File: src/core/err_report_pkg.sv
// Register map, field positions and event carriers for the error reporting block
package err_report_pkg;

  // Register offsets on the host port
  localparam logic [7:0] event_flags_addr = 8'h35;
  localparam logic [7:0] sensor_fault_flags_addr = 8'h36;
  localparam logic [7:0] core_status_addr = 8'h37;
  localparam logic [7:0] error_code_addr = 8'h50;
  localparam logic [7:0] mag_sample_rate_addr = 8'h55;
  localparam logic [7:0] accel_sample_rate_addr = 8'h56;
  localparam logic [7:0] gyro_sample_rate_addr = 8'h57;
  localparam logic [7:0] reset_request_addr = 8'h9B;

  // Field positions
  localparam int event_proc_reset_bit = 0;
  localparam int event_error_bit = 1;
  localparam int event_result_lsb = 2;
  localparam int result_count = 4;
  localparam int status_eeprom_fail_bit = 2;
  localparam int status_idle_bit = 3;
  localparam int nack_lsb = 0;
  localparam int identity_lsb = 4;
  localparam int sensor_count = 3;

  // Values
  localparam logic [7:0] zero_byte = 8'h00;
  localparam logic [7:0] reset_request_cmd = 8'h01;
  localparam logic [7:0] code_none = 8'h00;
  localparam logic [7:0] code_bad_rate = 8'h80;
  localparam logic [7:0] code_math = 8'h30;
  localparam logic [7:0] code_mag_init = 8'h21;
  localparam logic [7:0] code_accel_init = 8'h22;
  localparam logic [7:0] code_gyro_init = 8'h24;
  localparam logic [7:0] code_mag_rate = 8'h11;
  localparam logic [7:0] code_accel_rate = 8'h12;
  localparam logic [7:0] code_gyro_rate = 8'h14;

  // Host port framing
  localparam logic [6:0] default_host_address = 7'h28;
  localparam logic [3:0] bits_per_byte = 4'h8;

  // Hardware fault sources, one-cycle pulses
  typedef struct packed {
    logic eeprom_load_fail;
    logic power_transient;
    logic watchdog_fault;
  } hw_fault_type;

  // Software fault sources; vectors ordered gyro, accel, mag (bit 0 = mag)
  typedef struct packed {
    logic [sensor_count-1:0] no_ack;
    logic [sensor_count-1:0] identity_mismatch;
    logic [sensor_count-1:0] init_fail;
    logic [sensor_count-1:0] rate_fail;
    logic bad_rate;
    logic math_error;
  } sw_fault_type;

endpackage : err_report_pkg

File: src/core/error_status_reporting.sv
// Error and status registers behind the host serial port
`timescale 1ns/1ns
`default_nettype none
module error_status_reporting
  import err_report_pkg::*;
#(
  parameter logic [6:0] host_address = default_host_address
) (
  // Clock and reset
  input wire logic ref_clk,
  input wire logic rst,
  // Host serial port, open drain data
  input wire logic host_scl,
  input wire logic host_sda_in,
  output logic host_sda_out_q,
  output logic host_sda_oe_n_q,
  // Fault and state sources from the core
  input wire hw_fault_type hw_fault,
  input wire sw_fault_type sw_fault,
  input wire logic processor_reset_done,
  input wire logic core_idle,
  input wire logic [result_count-1:0] result_ready,
  // Control toward the core and host
  output logic standby_q,
  output logic sensor_power_down_q,
  output logic host_irq_q,
  output logic reset_request_q
);

  typedef enum logic [8:0] {
    st_idle = 9'h001,
    st_addr = 9'h002,
    st_addr_ack = 9'h004,
    st_reg = 9'h008,
    st_reg_ack = 9'h010,
    st_wdata = 9'h020,
    st_wdata_ack = 9'h040,
    st_rdata = 9'h080,
    st_rdata_ack = 9'h100
  } port_state_type;

  logic scl_q;
  logic sda_q;
  logic scl_prev_q;
  logic sda_prev_q;
  logic scl_rise;
  logic scl_fall;
  logic start_seen;
  logic stop_seen;
  port_state_type state_q;
  logic [3:0] bit_cnt_q;
  logic [7:0] shift_q;
  logic [7:0] tx_q;
  logic [7:0] ptr_q;
  logic read_mode_q;
  logic master_ack_q;
  logic wr_strobe;
  logic rd_load;
  logic [7:0] rd_data;
  logic hw_fault_any;
  logic [7:0] event_flags_q;
  logic [7:0] sensor_fault_flags_q;
  logic eeprom_fail_q;
  logic idle_q;
  logic [7:0] error_code_q;
  logic [7:0] error_code_d;
  logic [7:0] mag_sample_rate_q;
  logic [7:0] accel_sample_rate_q;
  logic [7:0] gyro_sample_rate_q;
  logic reset_cmd;

  pin_sync #(.reset_level(1'b1)) scl_sync (
    .ref_clk(ref_clk),
    .rst(rst),
    .pin(host_scl),
    .level_q(scl_q)
  );

  pin_sync #(.reset_level(1'b1)) sda_sync (
    .ref_clk(ref_clk),
    .rst(rst),
    .pin(host_sda_in),
    .level_q(sda_q)
  );

  always_ff @(posedge ref_clk) begin
    if (rst) begin
      scl_prev_q <= 1'b1;
      sda_prev_q <= 1'b1;
    end else begin
      scl_prev_q <= scl_q;
      sda_prev_q <= sda_q;
    end
  end

  assign scl_rise = scl_q && !scl_prev_q;
  assign scl_fall = !scl_q && scl_prev_q;
  assign start_seen = scl_q && scl_prev_q && sda_prev_q && !sda_q;
  assign stop_seen = scl_q && scl_prev_q && !sda_prev_q && sda_q;

  // Write strobe at the SCL fall after the eighth data bit, as the acknowledge starts; read load at start of each byte
  assign wr_strobe = scl_fall && (state_q == st_wdata) && (bit_cnt_q == bits_per_byte);
  assign rd_load = scl_fall && (((state_q == st_addr_ack) && read_mode_q) ||
                                ((state_q == st_rdata_ack) && master_ack_q));
  assign reset_cmd = wr_strobe && (ptr_q == reset_request_addr) && (shift_q == reset_request_cmd);

  // Host port bit engine
  always_ff @(posedge ref_clk) begin
    if (rst) begin
      state_q <= st_idle;
      bit_cnt_q <= 4'h0;
      shift_q <= zero_byte;
      tx_q <= zero_byte;
      read_mode_q <= 1'b0;
      master_ack_q <= 1'b0;
      host_sda_oe_n_q <= 1'b1;
    end else if (start_seen) begin
      state_q <= st_addr;
      bit_cnt_q <= 4'h0;
      host_sda_oe_n_q <= 1'b1;
    end else if (stop_seen) begin
      state_q <= st_idle;
      host_sda_oe_n_q <= 1'b1;
    end else begin
      case (state_q)
        st_addr, st_reg, st_wdata: begin
          if (scl_rise && bit_cnt_q != bits_per_byte) begin
            shift_q <= {shift_q[6:0], sda_q};
            bit_cnt_q <= bit_cnt_q + 4'h1;
          end else if (scl_fall && bit_cnt_q == bits_per_byte) begin
            bit_cnt_q <= 4'h0;
            if (state_q == st_addr) begin
              if (shift_q[7:1] == host_address) begin
                read_mode_q <= shift_q[0];
                host_sda_oe_n_q <= 1'b0;
                state_q <= st_addr_ack;
              end else begin
                state_q <= st_idle;
              end
            end else begin
              host_sda_oe_n_q <= 1'b0;
              state_q <= (state_q == st_reg) ? st_reg_ack : st_wdata_ack;
            end
          end
        end
        st_addr_ack, st_reg_ack, st_wdata_ack: begin
          if (scl_fall) begin
            bit_cnt_q <= 4'h0;
            if (state_q == st_addr_ack && read_mode_q) begin
              tx_q <= rd_data;
              host_sda_oe_n_q <= rd_data[7];
              state_q <= st_rdata;
            end else begin
              host_sda_oe_n_q <= 1'b1;
              state_q <= (state_q == st_addr_ack) ? st_reg : st_wdata;
            end
          end
        end
        st_rdata: begin
          if (scl_rise) begin
            bit_cnt_q <= bit_cnt_q + 4'h1;
          end else if (scl_fall) begin
            if (bit_cnt_q == bits_per_byte) begin
              host_sda_oe_n_q <= 1'b1;
              state_q <= st_rdata_ack;
            end else begin
              host_sda_oe_n_q <= tx_q[3'(7 - bit_cnt_q)];
            end
          end
        end
        st_rdata_ack: begin
          if (scl_rise) begin
            master_ack_q <= !sda_q;
          end else if (scl_fall) begin
            bit_cnt_q <= 4'h0;
            if (master_ack_q) begin
              tx_q <= rd_data;
              host_sda_oe_n_q <= rd_data[7];
              state_q <= st_rdata;
            end else begin
              state_q <= st_idle;
            end
          end
        end
        default: begin
          state_q <= st_idle;
          host_sda_oe_n_q <= 1'b1;
        end
      endcase
    end
  end

  // Data line only ever pulled low
  always_ff @(posedge ref_clk) begin
    if (rst) begin
      host_sda_out_q <= 1'b0;
    end else begin
      host_sda_out_q <= 1'b0;
    end
  end

  // Register pointer, set by the second byte, stepping after each written byte and as each read byte is loaded
  always_ff @(posedge ref_clk) begin
    if (rst) begin
      ptr_q <= zero_byte;
    end else if (scl_fall && state_q == st_reg && bit_cnt_q == bits_per_byte) begin
      ptr_q <= shift_q;
    end else if (wr_strobe || rd_load) begin
      ptr_q <= ptr_q + 8'h01;
    end
  end

  // Read data selection
  always_comb begin
    if (ptr_q == event_flags_addr) begin
      rd_data = event_flags_q;
    end else if (ptr_q == sensor_fault_flags_addr) begin
      rd_data = sensor_fault_flags_q;
    end else if (ptr_q == core_status_addr) begin
      rd_data = zero_byte;
      rd_data[status_eeprom_fail_bit] = eeprom_fail_q;
      rd_data[status_idle_bit] = idle_q;
    end else if (ptr_q == error_code_addr) begin
      rd_data = error_code_q;
    end else if (ptr_q == mag_sample_rate_addr) begin
      rd_data = mag_sample_rate_q;
    end else if (ptr_q == accel_sample_rate_addr) begin
      rd_data = accel_sample_rate_q;
    end else if (ptr_q == gyro_sample_rate_addr) begin
      rd_data = gyro_sample_rate_q;
    end else begin
      rd_data = zero_byte;
    end
  end

  assign hw_fault_any = hw_fault.eeprom_load_fail || hw_fault.power_transient || hw_fault.watchdog_fault;

  // Event flags: new events win over the read clear
  always_ff @(posedge ref_clk) begin
    if (rst) begin
      event_flags_q <= zero_byte;
    end else begin
      event_flags_q <= (rd_load && ptr_q == event_flags_addr) ? zero_byte : event_flags_q;
      if (processor_reset_done || reset_cmd) begin
        event_flags_q[event_proc_reset_bit] <= 1'b1;
      end
      if (hw_fault_any || error_code_d != code_none || |sw_fault.no_ack || |sw_fault.identity_mismatch) begin
        event_flags_q[event_error_bit] <= 1'b1;
      end
      for (int i = 0; i < result_count; i++) begin
        if (result_ready[i]) begin
          event_flags_q[event_result_lsb + i] <= 1'b1;
        end
      end
    end
  end

  // Sensor fault flags, sticky until a reset request; a same-cycle fault wins
  always_ff @(posedge ref_clk) begin
    if (rst) begin
      sensor_fault_flags_q <= zero_byte;
    end else begin
      if (reset_cmd) begin
        sensor_fault_flags_q <= zero_byte;
      end
      for (int i = 0; i < sensor_count; i++) begin
        if (sw_fault.no_ack[i]) begin
          sensor_fault_flags_q[nack_lsb + i] <= 1'b1;
        end
        if (sw_fault.identity_mismatch[i]) begin
          sensor_fault_flags_q[identity_lsb + i] <= 1'b1;
        end
      end
    end
  end

  // Core status bits
  always_ff @(posedge ref_clk) begin
    if (rst) begin
      eeprom_fail_q <= 1'b0;
      idle_q <= 1'b0;
    end else begin
      idle_q <= core_idle;
      if (hw_fault.eeprom_load_fail) begin
        eeprom_fail_q <= 1'b1;
      end else if (reset_cmd) begin
        eeprom_fail_q <= 1'b0;
      end
    end
  end

  // Error code priority: rate, math, initialisation, then rate failure
  always_comb begin
    error_code_d = code_none;
    if (sw_fault.bad_rate) begin
      error_code_d = code_bad_rate;
    end else if (sw_fault.math_error) begin
      error_code_d = code_math;
    end else if (sw_fault.init_fail[0]) begin
      error_code_d = code_mag_init;
    end else if (sw_fault.init_fail[1]) begin
      error_code_d = code_accel_init;
    end else if (sw_fault.init_fail[2]) begin
      error_code_d = code_gyro_init;
    end else if (sw_fault.rate_fail[0]) begin
      error_code_d = code_mag_rate;
    end else if (sw_fault.rate_fail[1]) begin
      error_code_d = code_accel_rate;
    end else if (sw_fault.rate_fail[2]) begin
      error_code_d = code_gyro_rate;
    end
  end

  always_ff @(posedge ref_clk) begin
    if (rst) begin
      error_code_q <= code_none;
    end else if (error_code_d != code_none) begin
      error_code_q <= error_code_d;
    end else if (reset_cmd) begin
      error_code_q <= code_none;
    end
  end

  // Sample rates: host writable, lost on a hardware fault
  always_ff @(posedge ref_clk) begin
    if (rst || hw_fault_any) begin
      mag_sample_rate_q <= zero_byte;
      accel_sample_rate_q <= zero_byte;
      gyro_sample_rate_q <= zero_byte;
    end else if (wr_strobe) begin
      if (ptr_q == mag_sample_rate_addr) begin
        mag_sample_rate_q <= shift_q;
      end else if (ptr_q == accel_sample_rate_addr) begin
        accel_sample_rate_q <= shift_q;
      end else if (ptr_q == gyro_sample_rate_addr) begin
        gyro_sample_rate_q <= shift_q;
      end
    end
  end

  // Standby and sensor shutdown on hardware fault, left by reset request
  always_ff @(posedge ref_clk) begin
    if (rst) begin
      standby_q <= 1'b0;
      sensor_power_down_q <= 1'b0;
      reset_request_q <= 1'b0;
    end else begin
      reset_request_q <= reset_cmd;
      if (hw_fault_any) begin
        standby_q <= 1'b1;
        sensor_power_down_q <= 1'b1;
      end else if (reset_cmd) begin
        standby_q <= 1'b0;
        sensor_power_down_q <= 1'b0;
      end
    end
  end

  // Interrupt while any event flag is pending
  always_ff @(posedge ref_clk) begin
    if (rst) begin
      host_irq_q <= 1'b0;
    end else begin
      host_irq_q <= |event_flags_q;
    end
  end

endmodule : error_status_reporting
`default_nettype wire

File: src/core/pin_sync.sv
// Three-stage pin synchroniser with agreement filter
`timescale 1ns/1ns
`default_nettype none
module pin_sync
  import err_report_pkg::*;
#(
  parameter logic reset_level = 1'b1
) (
  // Clock and reset
  input wire logic ref_clk,
  input wire logic rst,
  // Pin and filtered level
  input wire logic pin,
  output logic level_q
);

  logic stage1_q;
  logic stage2_q;
  logic stage3_q;

  always_ff @(posedge ref_clk) begin
    if (rst) begin
      stage1_q <= reset_level;
      stage2_q <= reset_level;
      stage3_q <= reset_level;
    end else begin
      stage1_q <= pin;
      stage2_q <= stage1_q;
      stage3_q <= stage2_q;
    end
  end

  // Level moves only once stages two and three agree
  always_ff @(posedge ref_clk) begin
    if (rst) begin
      level_q <= reset_level;
    end else if (stage2_q == stage3_q) begin
      level_q <= stage3_q;
    end
  end

endmodule : pin_sync
`default_nettype wire

File: config.mk
export PLATFORM = sky130hd
export DESIGN_NAME = error_status_reporting
export DESIGN_NICKNAME = d
export VERILOG_FILES = /design/src/core/err_report_pkg.sv /design/src/core/error_status_reporting.sv /design/src/core/pin_sync.sv
export SDC_FILE = /design/constraint.sdc
export NUM_CORES = 1
export LEC_CHECK = 0
export BUFFER_PORTS_ARGS = -buffer_cell sky130_fd_sc_hd__buf_2
export CORE_UTILIZATION = 55
export CTS_CLUSTER_DIAMETER = 200
export DETAILED_ROUTE_END_ITERATION = 7
export HOLD_SLACK_MARGIN = 0.1
export PLACE_DENSITY = 0.86
export SYNTH_ARGS = -nofsm -noshare
export SYNTH_HDL_FRONTEND = slang
export SYNTH_SLANG_ARGS = --single-unit
export TNS_END_PERCENT = 50
File: constraint.sdc
create_clock -name ref_clk -period 2.1 [get_ports ref_clk]
set_clock_uncertainty 0.05 [all_clocks]
set_input_delay 0.42 -clock ref_clk [delete_from_list [all_inputs] [get_ports ref_clk]]
set_output_delay 0.42 -clock ref_clk [all_outputs]
set_load 0.1 [all_outputs]
* Word level (Yosys, flattened, before mapping)
Cells that the tools add are included.
Word-level totals: flip-flop bits (word level) 99, input bits 27, output and inout bits 6, logic and storage cells 241
Operators by class: add/sub/neg operators 3, magnitude comparators 1, equality and inequality tests 43, multiplexer cells 80, bitwise logic cells 5, reductions and logical operators 69
Operators with widths (number):
- 8-bit 2-to-1 mux | 19
- 9-bit 2-to-1 mux | 9
- 6-bit 2-to-1 mux | 6
- 4-bit != test, second input constant | 9
- 9-bit one-hot mux with 4 select lines | 1
- 2-bit nonzero test | 17
- 8-bit by 7-bit == test with 1-bit output, second input constant | 4
- 1-bit 2-to-1 mux | 28
- 8-bit by 6-bit == test with 1-bit output, second input constant | 3
- 8-bit AND reduction | 3
- 2-bit != test, second input constant | 11
- 4-bit 2-to-1 mux | 5
- 1-bit logical AND | 19
- 4-bit one-hot mux with 4 select lines | 1
- 8-bit one-hot mux with 2 select lines | 1
- 5-bit 2-to-1 mux | 3
- 3-bit OR reduction | 5
- 7-bit 2-to-1 mux | 2
- 4-bit AND reduction | 3
- 9-bit by 2-bit == test with 1-bit output, second input constant | 1
- 9-bit by 3-bit == test with 1-bit output, second input constant | 1
- 9-bit by 4-bit == test with 1-bit output, second input constant | 1
- 9-bit by 5-bit == test with 1-bit output, second input constant | 1
- 9-bit by 6-bit == test with 1-bit output, second input constant | 1
- other kinds (29) | 47

* Depth between registers and ports, before layout
Gate-level depths: netlist of run 1.
depth in word-level cells 13, mapped depth 10

* Cells and area by module
From an unflattened synthesis of run 1, not the netlist that was laid out.
Unflattened totals: cells, all modules 587, area total of the unflattened synthesis 4904.7 um^2
By module, submodules not included:
- error_status_reporting | times used 1, cells an instance 567, area each 4674.5 um^2, sequential area each 1781.7 um^2
- pin_sync | times used 2, cells an instance 10, area each 115.1 um^2, sequential area each 80.1 um^2

* Worst setup path before layout of run 1
OpenSTA, ideal clock, no wires.
path kind register -> register, from reg ptr_q[0], to reg error_code_q[0], data arrival time 1.859 ns, required time 1.922 ns, slack 0.063 ns, stages on the path, launching flop included 9, buffers on the path 1, cells stage by stage dfxtp_1 ha_1 clkbuf_1 nor4bb_1 nand4b_1 or4_4 nor2b_4 a21oi_1 nor2_1
Between the ends: longest elaborated chain between the ends 4
RTL lines:
- start: declaration | line error_status_reporting.sv:54 | logic [7:0] ptr_q;
- start signal: assignment | line error_status_reporting.sv:205 | ptr_q <= zero_byte;
- start signal: assignment | line error_status_reporting.sv:207 | ptr_q <= shift_q;
- start signal: assignment | line error_status_reporting.sv:209 | ptr_q <= ptr_q + 8'h01;
- 8-bit == test | line error_status_reporting.sv:105 | assign reset_cmd = wr_strobe && (ptr_q == reset_request_addr) && (shift_q == reset_request_cmd);
- 1-bit logical AND (2 in a row) | line error_status_reporting.sv:105
- 2-bit nonzero test (no line)
- end signal: assignment | line error_status_reporting.sv:316 | error_code_q <= code_none;
- end signal: assignment | line error_status_reporting.sv:318 | error_code_q <= error_code_d;
- end signal: assignment | line error_status_reporting.sv:320 | error_code_q <= code_none;
- end: declaration | line error_status_reporting.sv:65 | logic [7:0] error_code_q;
Every way passes these cells. A chain may end at the register's enable or synchronous reset.

* Final worst setup path of run 1
from reg bit_cnt_q[0], to reg mag_sample_rate_q[3]
Between the ends: longest elaborated chain between the ends 3
RTL lines:
- start: declaration | line error_status_reporting.sv:51 | logic [3:0] bit_cnt_q;
- start signal: assignment | line error_status_reporting.sv:129 | bit_cnt_q <= bit_cnt_q + 4'h1;
- start signal: assignment | line error_status_reporting.sv:161 | bit_cnt_q <= bit_cnt_q + 4'h1;
- 4-bit == test | line error_status_reporting.sv:102 | assign wr_strobe = scl_fall && (state_q == st_wdata) && (bit_cnt_q == bits_per_byte);
- 1-bit logical AND | line error_status_reporting.sv:102
- 2-bit AND reduction (no line)
- end signal: assignment | line error_status_reporting.sv:327 | mag_sample_rate_q <= zero_byte;
- end signal: assignment | line error_status_reporting.sv:332 | mag_sample_rate_q <= shift_q;
- end: declaration | line error_status_reporting.sv:67 | logic [7:0] mag_sample_rate_q;
Every way passes these cells.

==> flow_summary.ini, run 1 <==
[routing]
vias_per_cell = 6.11
detail_route.wl_per_cell_um = 17.8
antenna_left = 0
dr_wl_met2_um = 6530
wl_met1_um = 5410
first_iter_violations = 321
dr.pass1.iters = 5
num_vias = 4547
wl_met3_um = 761
drc = 0
drt-total-wl_um = 13200
routed.top_layer = met4

[sta]
fin_ws_ns = 0.0400
fin_crit_ns = 2.06
fin_crit_sh_pct = 98.1
final_hold_viol_count = 0
slew_headroom_pct = 45.4
setup_viol = 0
max_clock_freq_mhz = 485
worst_pin_slew_ns = 0.810
rsz0062_at_grt = yes
slew_violations = 0

[cts]
clock_latency_ns = 0.38
cts_tree = built
clkTransAtPathRegs_ns = 0.10
cts_made_buffers = 9
h-tree-depth = 3
cts_sinks = 97
clockBufferDepth = 2
cts-root-buf = clkbuf_8
holdBufCountCts = 0

[yosys]
synth_edf_count = 0
ys_warn_count = 0
avgSynthCellArea_um2 = 8.66
synth_ff_type = dfxtp_1
synth_seq_area_share_pct = 39.6
synth_nets = 600
synth-seq-cells = 97
synthesis.area_mm2 = 0.00491
ys_types = 68
ys_async_sr_fraction_pct = 0
synth_cells = 567

[die]
die_area_mm2 = 0.00931
fp.coreArea_mm2 = 0.00868
io_pins = 33
die-height_um = 96.5
start_util_pct = 56.6
die_w_um = 96.5
num_rows = 34

[cells_and_area]
drive_gt1_share_pct = 27.0
final_cell_area_mm2 = 0.00584
antennaDiodeCount = 0
n_fill_cell = 677
final_common_cell = nor2_1
synthToLayoutAreaGrowth_pct = 19.0
final_cell_mix = nor2_1 (90), dfxtp_1 (85), buf_4 (56)
fin_nets = 665
final_core_util_pct = 67.3

[setup_path]
startpoint_type = register
required_ns = 2.33
critPathCaptureType = register
worst-setup-path-type = register to register
arrival_ns = 2.29
crit_fanout = 4

[pwr]
power_density_mw_per_mm2 = 562
peakVddDrop_mv = 0.552
p_total_mw = 3.28
leakage_nw = 2.25

[place]
pre_cts_slack_ns = -0.0902
hpwl_um = 9240
placed_cell_area_mm2 = 0.00541
portBuffers = 31
place_congestion = 0.954

[hold_path]
hp-class = primary input to register

[global_route]
grt_antenna_before_repair = 0
grt_use_total_pct = 28.3
first_global_vias = 4169
grt_max_degree = 54
grt_pass1_wl_um = 19700
gr-total-overflow = 0

[flow_run]
cap_viol_max_count = 0

[status]
status = completed
==> power breakdown <==
part | internal [mW] | switching (mW)
registers | 1.87 | 0.0202
clock network | 0.550 | 0.690
logic | 0.0483 | 0.103
total | 2.47 | 0.814
==> worst paths after layout <==
| kind | from | slack (ns) | end | cells after the start |
|---|---|---|---|---|
| max | bit_cnt_q[0] | 0.04 | mag_sample_rate_q[3] | 9 |
| min | host_sda_in | 0.17 | sda_sync.stage1_q | 2 |
| max reg2reg | bit_cnt_q[0] | 0.04 | mag_sample_rate_q[3] | 9 |
| min reg2reg | sda_sync.stage1_q | 0.36 | sda_sync.stage2_q | 1 |
==> flip-flops by register name, summed over array words and instances (netlist names), 4 cells and up <==
name	count
gyro_sample_rate_q	8
mag_sample_rate_q	8
accel_sample_rate_q	8
sensor_fault_flags_q	6
bit_cnt_q	4
shift_q	8
tx_q	8
state_q	9
ptr_q	8
error_code_q	6
event_flags_q	6
==> cells in the mapped netlist (4+ instances only) <==
cell type  count  area (um2)
o221ai_1       4        35.0
nor2_1        91         342
a211oi_1      10        75.1
a221o_1        4        40.0
dfxtp_1       97        1940
o21ai_0       20         100
nor3b_1        6        45.0
inv_1         13        48.8
a21oi_1       47         235
ha_1           6        75.1
nand2_1       35         131
nor2b_1       10        62.6
nand4_1        7        43.8
buf_6          4        45.0
nor4_1         7        43.8
buf_4          4        30.0
clkbuf_1      19        71.3
and3b_1        5        43.8
o2111ai_1      4        35.0
mux2i_1       39         390
nand3_1       14        70.1
or2_2          9        56.3
o211ai_1      11        82.6
xor2_1         9        78.8
nand2b_1       6        37.5
and2_1         5        31.3
nor3_1        11        55.1
buf_2          6        30.0
==> critical path: stages, from the launching register on <==
cell	delay, ns
dfxtp_2	0.33
inv_1	0.07
ha_2	0.18
and3b_2	0.21
nand2_2	0.09
nor2_2	0.30
and3_1	0.26
buf_4	0.16
mux2i_1	0.23
nor2_1	0.07
==> kinds of logic after synthesis <==
| group | share of synthesized area, % |
|---|---|
| AND/OR/NAND/NOR | 26.4 |
| AO/OA/AOI/OAI | 16.5 |
| flip-flops | 39.6 |
| buffers and inverters | 4.74 |
| multiplexers | 9.10 |
| XOR/XNOR | 2.14 |
| adder cells (fa/ha/maj) | 1.53 |
| other | 0.0764 |
==> cell type report <==
class | count | area [um2] | area share, %
Multi-Input combinational cell | 422 | 2900 | 49.7
Sequential cell | 97 | 1960 | 33.5
Timing Repair Buffer | 89 | 607 | 10.4
Tap cell | 108 | 135 | 2.31
Clock buffer | 9 | 124 | 2.12
Clock inverter | 6 | 68.8 | 1.18
Inverter | 13 | 48.8 | 0.835
==> per-stage QoR <==
stage / setup TNS, ns / cells / hold WS [ns]
2_1_floorplan: 0 / 567 / 0.339
5_1_grt: -0.759 / 744 / 0.173
3_3_place_gp: -0.103 / 724 / 0.344
3_5_place_dp: -0.179 / 724 / 0.344
6_report: 0 / 744 / 0.172
4_1_cts: -0.0168 / 740 / 0.173
==> routing by layer <==
| layer | vias to the layer above | track usage [%] |
|---|---|---|
| met5 | - | 0 |
| met4 | 0 | 15.4 |
| met3 | 51 | 5.16 |
| met2 | 160 | 47.2 |
| met1 | 2178 | 34.4 |
| li1 | 2158 | - |
==> timing repair <==
action,in CTS,in global routing
setup endpoints to repair,13,65
gates resized for setup,9,38
buffers inserted,1,4
pin swaps,1,9
Power figures use the tool's default switching activity.
==> run 2, diff against run 1 <==
- ABC_AREA: not set -> 1
==> flow_summary.ini, run 2 <==
[setup_path]
worst-setup-path-type = register to register
critPathCaptureType = register
arrival_ns = 2.21
rrSetupSlack_ns = 0.12
startpoint_type = register
crit_fanout = 8
reg2reg_depth = 13
r2r-end = gyro_sample_rate_q[4]
worstReg2RegStart = bit_cnt_q[1]
required_ns = 2.33

[cells_and_area]
drive_gt1_share_pct = 14.9
final_common_cell = nand2_1
synthToLayoutAreaGrowth_pct = 12.4
seqCellArea_mm2 = 0.00194
fin_nets = 812
final_cells = 891
final_core_util_pct = 63.9
largest_register = state_q
final_cell_area_mm2 = 0.00557
final_cell_mix = nand2_1 (155), inv_1 (96), dfxtp_1 (96)
antennaDiodeCount = 0
largest_reg_flops = 9
multi_input_comb_area_mm2 = 0.00256
n_fill_cell = 769

[global_route]
gr-total-overflow = 0
grt_pass1_wl_um = 21300
grt_antenna_before_repair = 0
grt_max_degree = 27
grt_use_total_pct = 27.6
first_global_vias = 4679

[yosys]
synth-seq-cells = 97
synth_top_area_share_pct = 39.2
synth_commonest_cells = nand2_1 (157), dfxtp_1 (97), inv_1 (96), nor2_1 (82), a21oi_1 (79)
synth_compound_area_share_pct = 17.1
synth_ff_type = dfxtp_1
ys_types = 40
synthMuxAreaShare_pct = 0
synth_top_family_by_area = simple AND/OR/NAND/NOR gates
yosysMostFrequentCell = nand2_1
synth_edf_count = 0
synth_area_leaders = dfxtp_1 (39%), nand2_1 (12%), a21oi_1 (8.0%), inv_1 (7.3%), o21ai_0 (7.1%)
ys_warn_count = 0
synth_seq_area_share_pct = 39.2
synth_fa_ha_area_share_pct = 1.52
synth_cells = 738
synthesis.area_mm2 = 0.00495
yosys.area_share.simple_pct = 30.9
avgSynthCellArea_um2 = 6.71
synth-xor-area-share_pct = 1.06
synth_nets = 771
ys_async_sr_fraction_pct = 0
yosys.area.top_type = dfxtp_1

[cts]
h-tree-depth = 3
clockBufferDepth = 2
cts_sinks = 97
clock_latency_ns = 0.36
cts_made_buffers = 9
cts_tree = built
clkTransAtPathRegs_ns = 0.10
cts-root-buf = clkbuf_8

[hold_path]
min_from = host_sda_in
min_to = sda_sync.stage1_q
hp-class = primary input to register
hold_depth = 2

[pwr]
power_density_mw_per_mm2 = 624
peakVddDrop_mv = 0.458
pwr-share-clk_pct = 41.3
p_int_mw = 2.71
leakage_nw = 2.60
p_total_mw = 3.48
pwr-share-seq_pct = 54.2
power_switching_mw = 0.768
combinationalPowerShare_pct = 4.5
switching_share_pct = 22.1

[place]
hpwl_um = 9420
place_congestion = 0.928
portBuffers = 31
placed_cell_area_mm2 = 0.00526
pre_cts_slack_ns = 0.0786
dp.cells = 873

[flow_run]
cap_viol_max_count = 0

[routing]
drt-total-wl_um = 12800
vias_per_cell = 5.56
drc = 0
antenna_left = 0
detail_route.wl_per_cell_um = 14.4
dr.pass1.iters = 6
num_vias = 4950
first_iter_violations = 366

[sta]
slew_violations = 0
slew_headroom_pct = 62.1
fin_crit_sh_pct = 94.4
fin_crit_ns = 1.98
worst_pin_slew_ns = 0.566
fin_ws_ns = 0.119
final_hold_viol_count = 0
max_clock_freq_mhz = 505
rsz0062_at_grt = yes
setup_viol = 0

[status]
status = completed

[die]
fp.coreArea_mm2 = 0.00872
die_area_mm2 = 0.00939
start_util_pct = 56.8
die-height_um = 96.9
die_w_um = 96.9
io_pins = 33
num_rows = 34
[run 2: final cells by class]
type                    instances  area share [%]
flip-flops and latches         97            34.9
multi-input cells             516            46.0
inverters                     105            7.08
clock buffers                   9            2.22
well taps                     108            2.43
clock inverters                 6            2.02
repair buffers                 50            5.41
[run 2: logic make-up (layout without fill, tap and decap cells)]
kind of cell             after synthesis  after routing
AND/OR/NAND/NOR                      341            341
flip-flops                            97             97
adder cells (fa/ha/maj)                6              6
AO/OA/AOI/OAI                        162            162
XOR/XNOR                               6              6
buffers and inverters                125            170
other                                  1              1
[run 2: what timing repair did]
item / CTS / global route
endpoints found under the setup margin: 0 / 41
hold buffers: 0 / 0
buffers inserted: 0 / 2
resized for setup: 0 / 17
[run 2: how the worst max path moves through the flow]
stage	from	end	slack [ns]	cells after the start
after floorplan	sensor_power_down_q	standby_q	0.26	1
after global placement	bit_cnt_q[1]	bit_cnt_q[1]	0.18	13
after detailed placement	ptr_q[0]	tx_q[0]	0.08	10
after CTS	ptr_q[1]	tx_q[1]	0.05	10
after global routing	ptr_q[2]	tx_q[1]	-0.09	11
final	bit_cnt_q[1]	gyro_sample_rate_q[4]	0.12	13
[run 2: metrics by stage]
stage	hold slack [ns]	setup TNS (ns)
6_report	0.195	0
5_1_grt	0.185	-0.255
4_1_cts	0.179	0
3_5_place_dp	0.353	0
3_3_place_gp	0.340	0
2_1_floorplan	0.339	0
[run 2: critical path: stages, from the launching register on]
cell	delay [ns]
dfxtp_2	0.36
inv_1	0.09
ha_1	0.16
nand2_1	0.06
nor2_1	0.11
inv_2	0.08
nor2_4	0.13
inv_2	0.09
nor2_8	0.14
inv_2	0.09
nor3_4	0.16
buf_6	0.16
o21ai_0	0.07
a21oi_1	0.16
[run 2: power groups by stage]
stage | sequential [mW] | combinational [mW] | clock (mW)
global placement | 1.93 | 0.150 | 0
global route | 1.89 | 0.173 | 1.52
CTS | 1.88 | 0.157 | 1.45
floorplan | 1.94 | 0.0883 | 0
finish | 1.88 | 0.158 | 1.44
detailed placement | 1.93 | 0.156 | 0
[run 2: per-layer routing]
metal,vias to the layer above,GRT usage (%),wire [um]
li1,2448,-,-
met1,2281,34.3,5540
met2,191,48.5,6210
met3,30,4.91,776
met4,0,7.92,265
met5,-,0,0
==> run 3, diff against run 2 <==
- BUFFER_PORTS_ARGS: -buffer_cell sky130_fd_sc_hd__buf_2 -> not set
- CELL_PAD_IN_SITES_DETAIL_PLACEMENT: not set -> 1
- CELL_PAD_IN_SITES_GLOBAL_PLACEMENT: not set -> 1
- CORE_UTILIZATION: 55 -> 41
- DONT_BUFFER_PORTS: not set -> 1
- PLACE_DENSITY: 0.86 -> 0.85
==> flow_summary.ini, run 3 (same netlist as run 2, synthesis figures left out) <==
[cells_and_area]
final_core_util_pct = 50.2
largest_register = state_q
antennaDiodeCount = 0
final_common_cell = nand2_1
final_cell_mix = nand2_1 (152), dfxtp_1 (94), inv_1 (91)
seqCellArea_mm2 = 0.00195
synthToLayoutAreaGrowth_pct = 17.6
n_fill_cell = 1515
drive_gt1_share_pct = 16.6
fin_nets = 799
multi_input_comb_area_mm2 = 0.00264
largest_reg_flops = 9

[sta]
fin_crit_ns = 2.11
whs_ns = 0.125
fin_crit_sh_pct = 101
setup_viol = 3
fin_ws_ns = -0.0132
slew_headroom_pct = 30.4
max_clock_freq_mhz = 473
rsz0062_at_grt = yes
worst_pin_slew_ns = 1.04
slew_violations = 0
final_hold_viol_count = 0

[global_route]
gr-total-overflow = 0
grt_max_degree = 27
grt_use_total_pct = 25.5
first_global_vias = 5115
grt_antenna_before_repair = 0
grt_pass1_wl_um = 25300

[pwr]
power_density_mw_per_mm2 = 658
peakVddDrop_mv = 0.411
leakage_nw = 2.62

[cts]
clockBufferDepth = 2
h-tree-depth = 3
cts-root-buf = clkbuf_16
cts_tree = built
cts_sinks = 97
clock_latency_ns = 0.35
cts_made_buffers = 9
clkTransAtPathRegs_ns = 0.07

[setup_path]
crit_fanout = 7
startpoint_type = register
arrival_ns = 2.29
required_ns = 2.28
critPathCaptureType = register
worst-setup-path-type = register to register

[place]
portBuffers = 0
hpwl_um = 11100
place_congestion = 0.856
pre_cts_slack_ns = -0.0152

[routing]
antenna_left = 0
drt-total-wl_um = 16300
vias_per_cell = 5.46
drc = 0
num_vias = 4990
first_iter_violations = 393
detail_route.wl_per_cell_um = 17.8
dr.pass1.iters = 4

[die]
io_pins = 33
die_w_um = 112
die_area_mm2 = 0.0125
start_util_pct = 42.7
num_rows = 39
die-height_um = 112
fp.coreArea_mm2 = 0.0116

[status]
status = finished, violations left
violations = setup timing

[hold_path]
hp-class = primary input to register

[flow_run]
cap_viol_max_count = 0
[run 3: cell types whose count changed in the layout (fill, tap and decap cells not counted), sizes merged]
cell         before  now
buf              50   34
bufinv            3    2
clkbuf            9   11
clkinvlp          0    1
dlygate4sd3       0    2
[run 3: repair_timing]
action | in CTS | in global routing
hold buffers | 2 | 0
gates resized for setup | 3 | 54
endpoints found under the hold margin | 22 | 0
cloned | 0 | 1
pin swaps | 0 | 7
setup endpoints to repair | 5 | 55
buffers inserted | 0 | 12
[run 3: final timing paths]
path	to	start	cells after the start	slack (ns)
min reg2reg	sda_sync.stage2_q	sda_sync.stage1_q	1	0.36
max	gyro_sample_rate_q[0]	bit_cnt_q[1]	13	-0.01
min	scl_sync.stage2_q	rst	1	0.13
max reg2reg	gyro_sample_rate_q[0]	bit_cnt_q[1]	13	-0.01
[run 3: worst max-delay path: stages (launching register included)]
cell and delay [ns]:
dfxtp_4 0.37, inv_4 0.07, ha_4 0.13, nand2_2 0.06
nor2_2 0.12, inv_2 0.07, nor2_4 0.16, inv_4 0.07
nor2_8 0.17, inv_4 0.06, nor3_4 0.28, clkbuf_16 0.22
buf_6 0.11, a21oi_2 0.05
[run 3: layout make-up]
| cell class | instances | area share (%) |
|---|---|---|
| clock inverter | 6 | 1.55 |
| inverter | 105 | 6.94 |
| tap | 143 | 3.07 |
| timing repair buffer | 37 | 5.76 |
| sequential | 97 | 33.4 |
| multi-input combinational | 516 | 45.3 |
| clock buffer | 10 | 3.93 |
[run 3: stage by stage]
| step | std cells | instance area, um2 | setup TNS [ns] | power (mW) |
|---|---|---|---|---|
| 6_report | 914 | 5820 | -0.0240 | 3.83 |
| 5_1_grt | 914 | 5820 | -1.52 | 3.95 |
| 4_1_cts | 901 | 5550 | 0 | 3.84 |
| 3_5_place_dp | 883 | 5210 | -0.0152 | 2.05 |
| 3_3_place_gp | 883 | 5210 | 0 | 2.04 |
| 2_1_floorplan | 738 | 4950 | 0 | 2.03 |
[run 3: metal layers]
metal  wire, um  part of all wire (%)  up-vias  global-route usage (%)
li1           -                     -     2428                       -
met1       6840                    42     2463                    30.1
met2       8600                    53       76                    46.7
met3        558                   3.4       23                    3.97
met4        261                   1.6        0                    8.44
met5          0                     0        -                       0
[run 3: where the power goes]
group | switching (mW) | internal, mW
registers | 0.0181 | 1.87
logic | 0.102 | 0.0373
clock network | 0.757 | 1.05
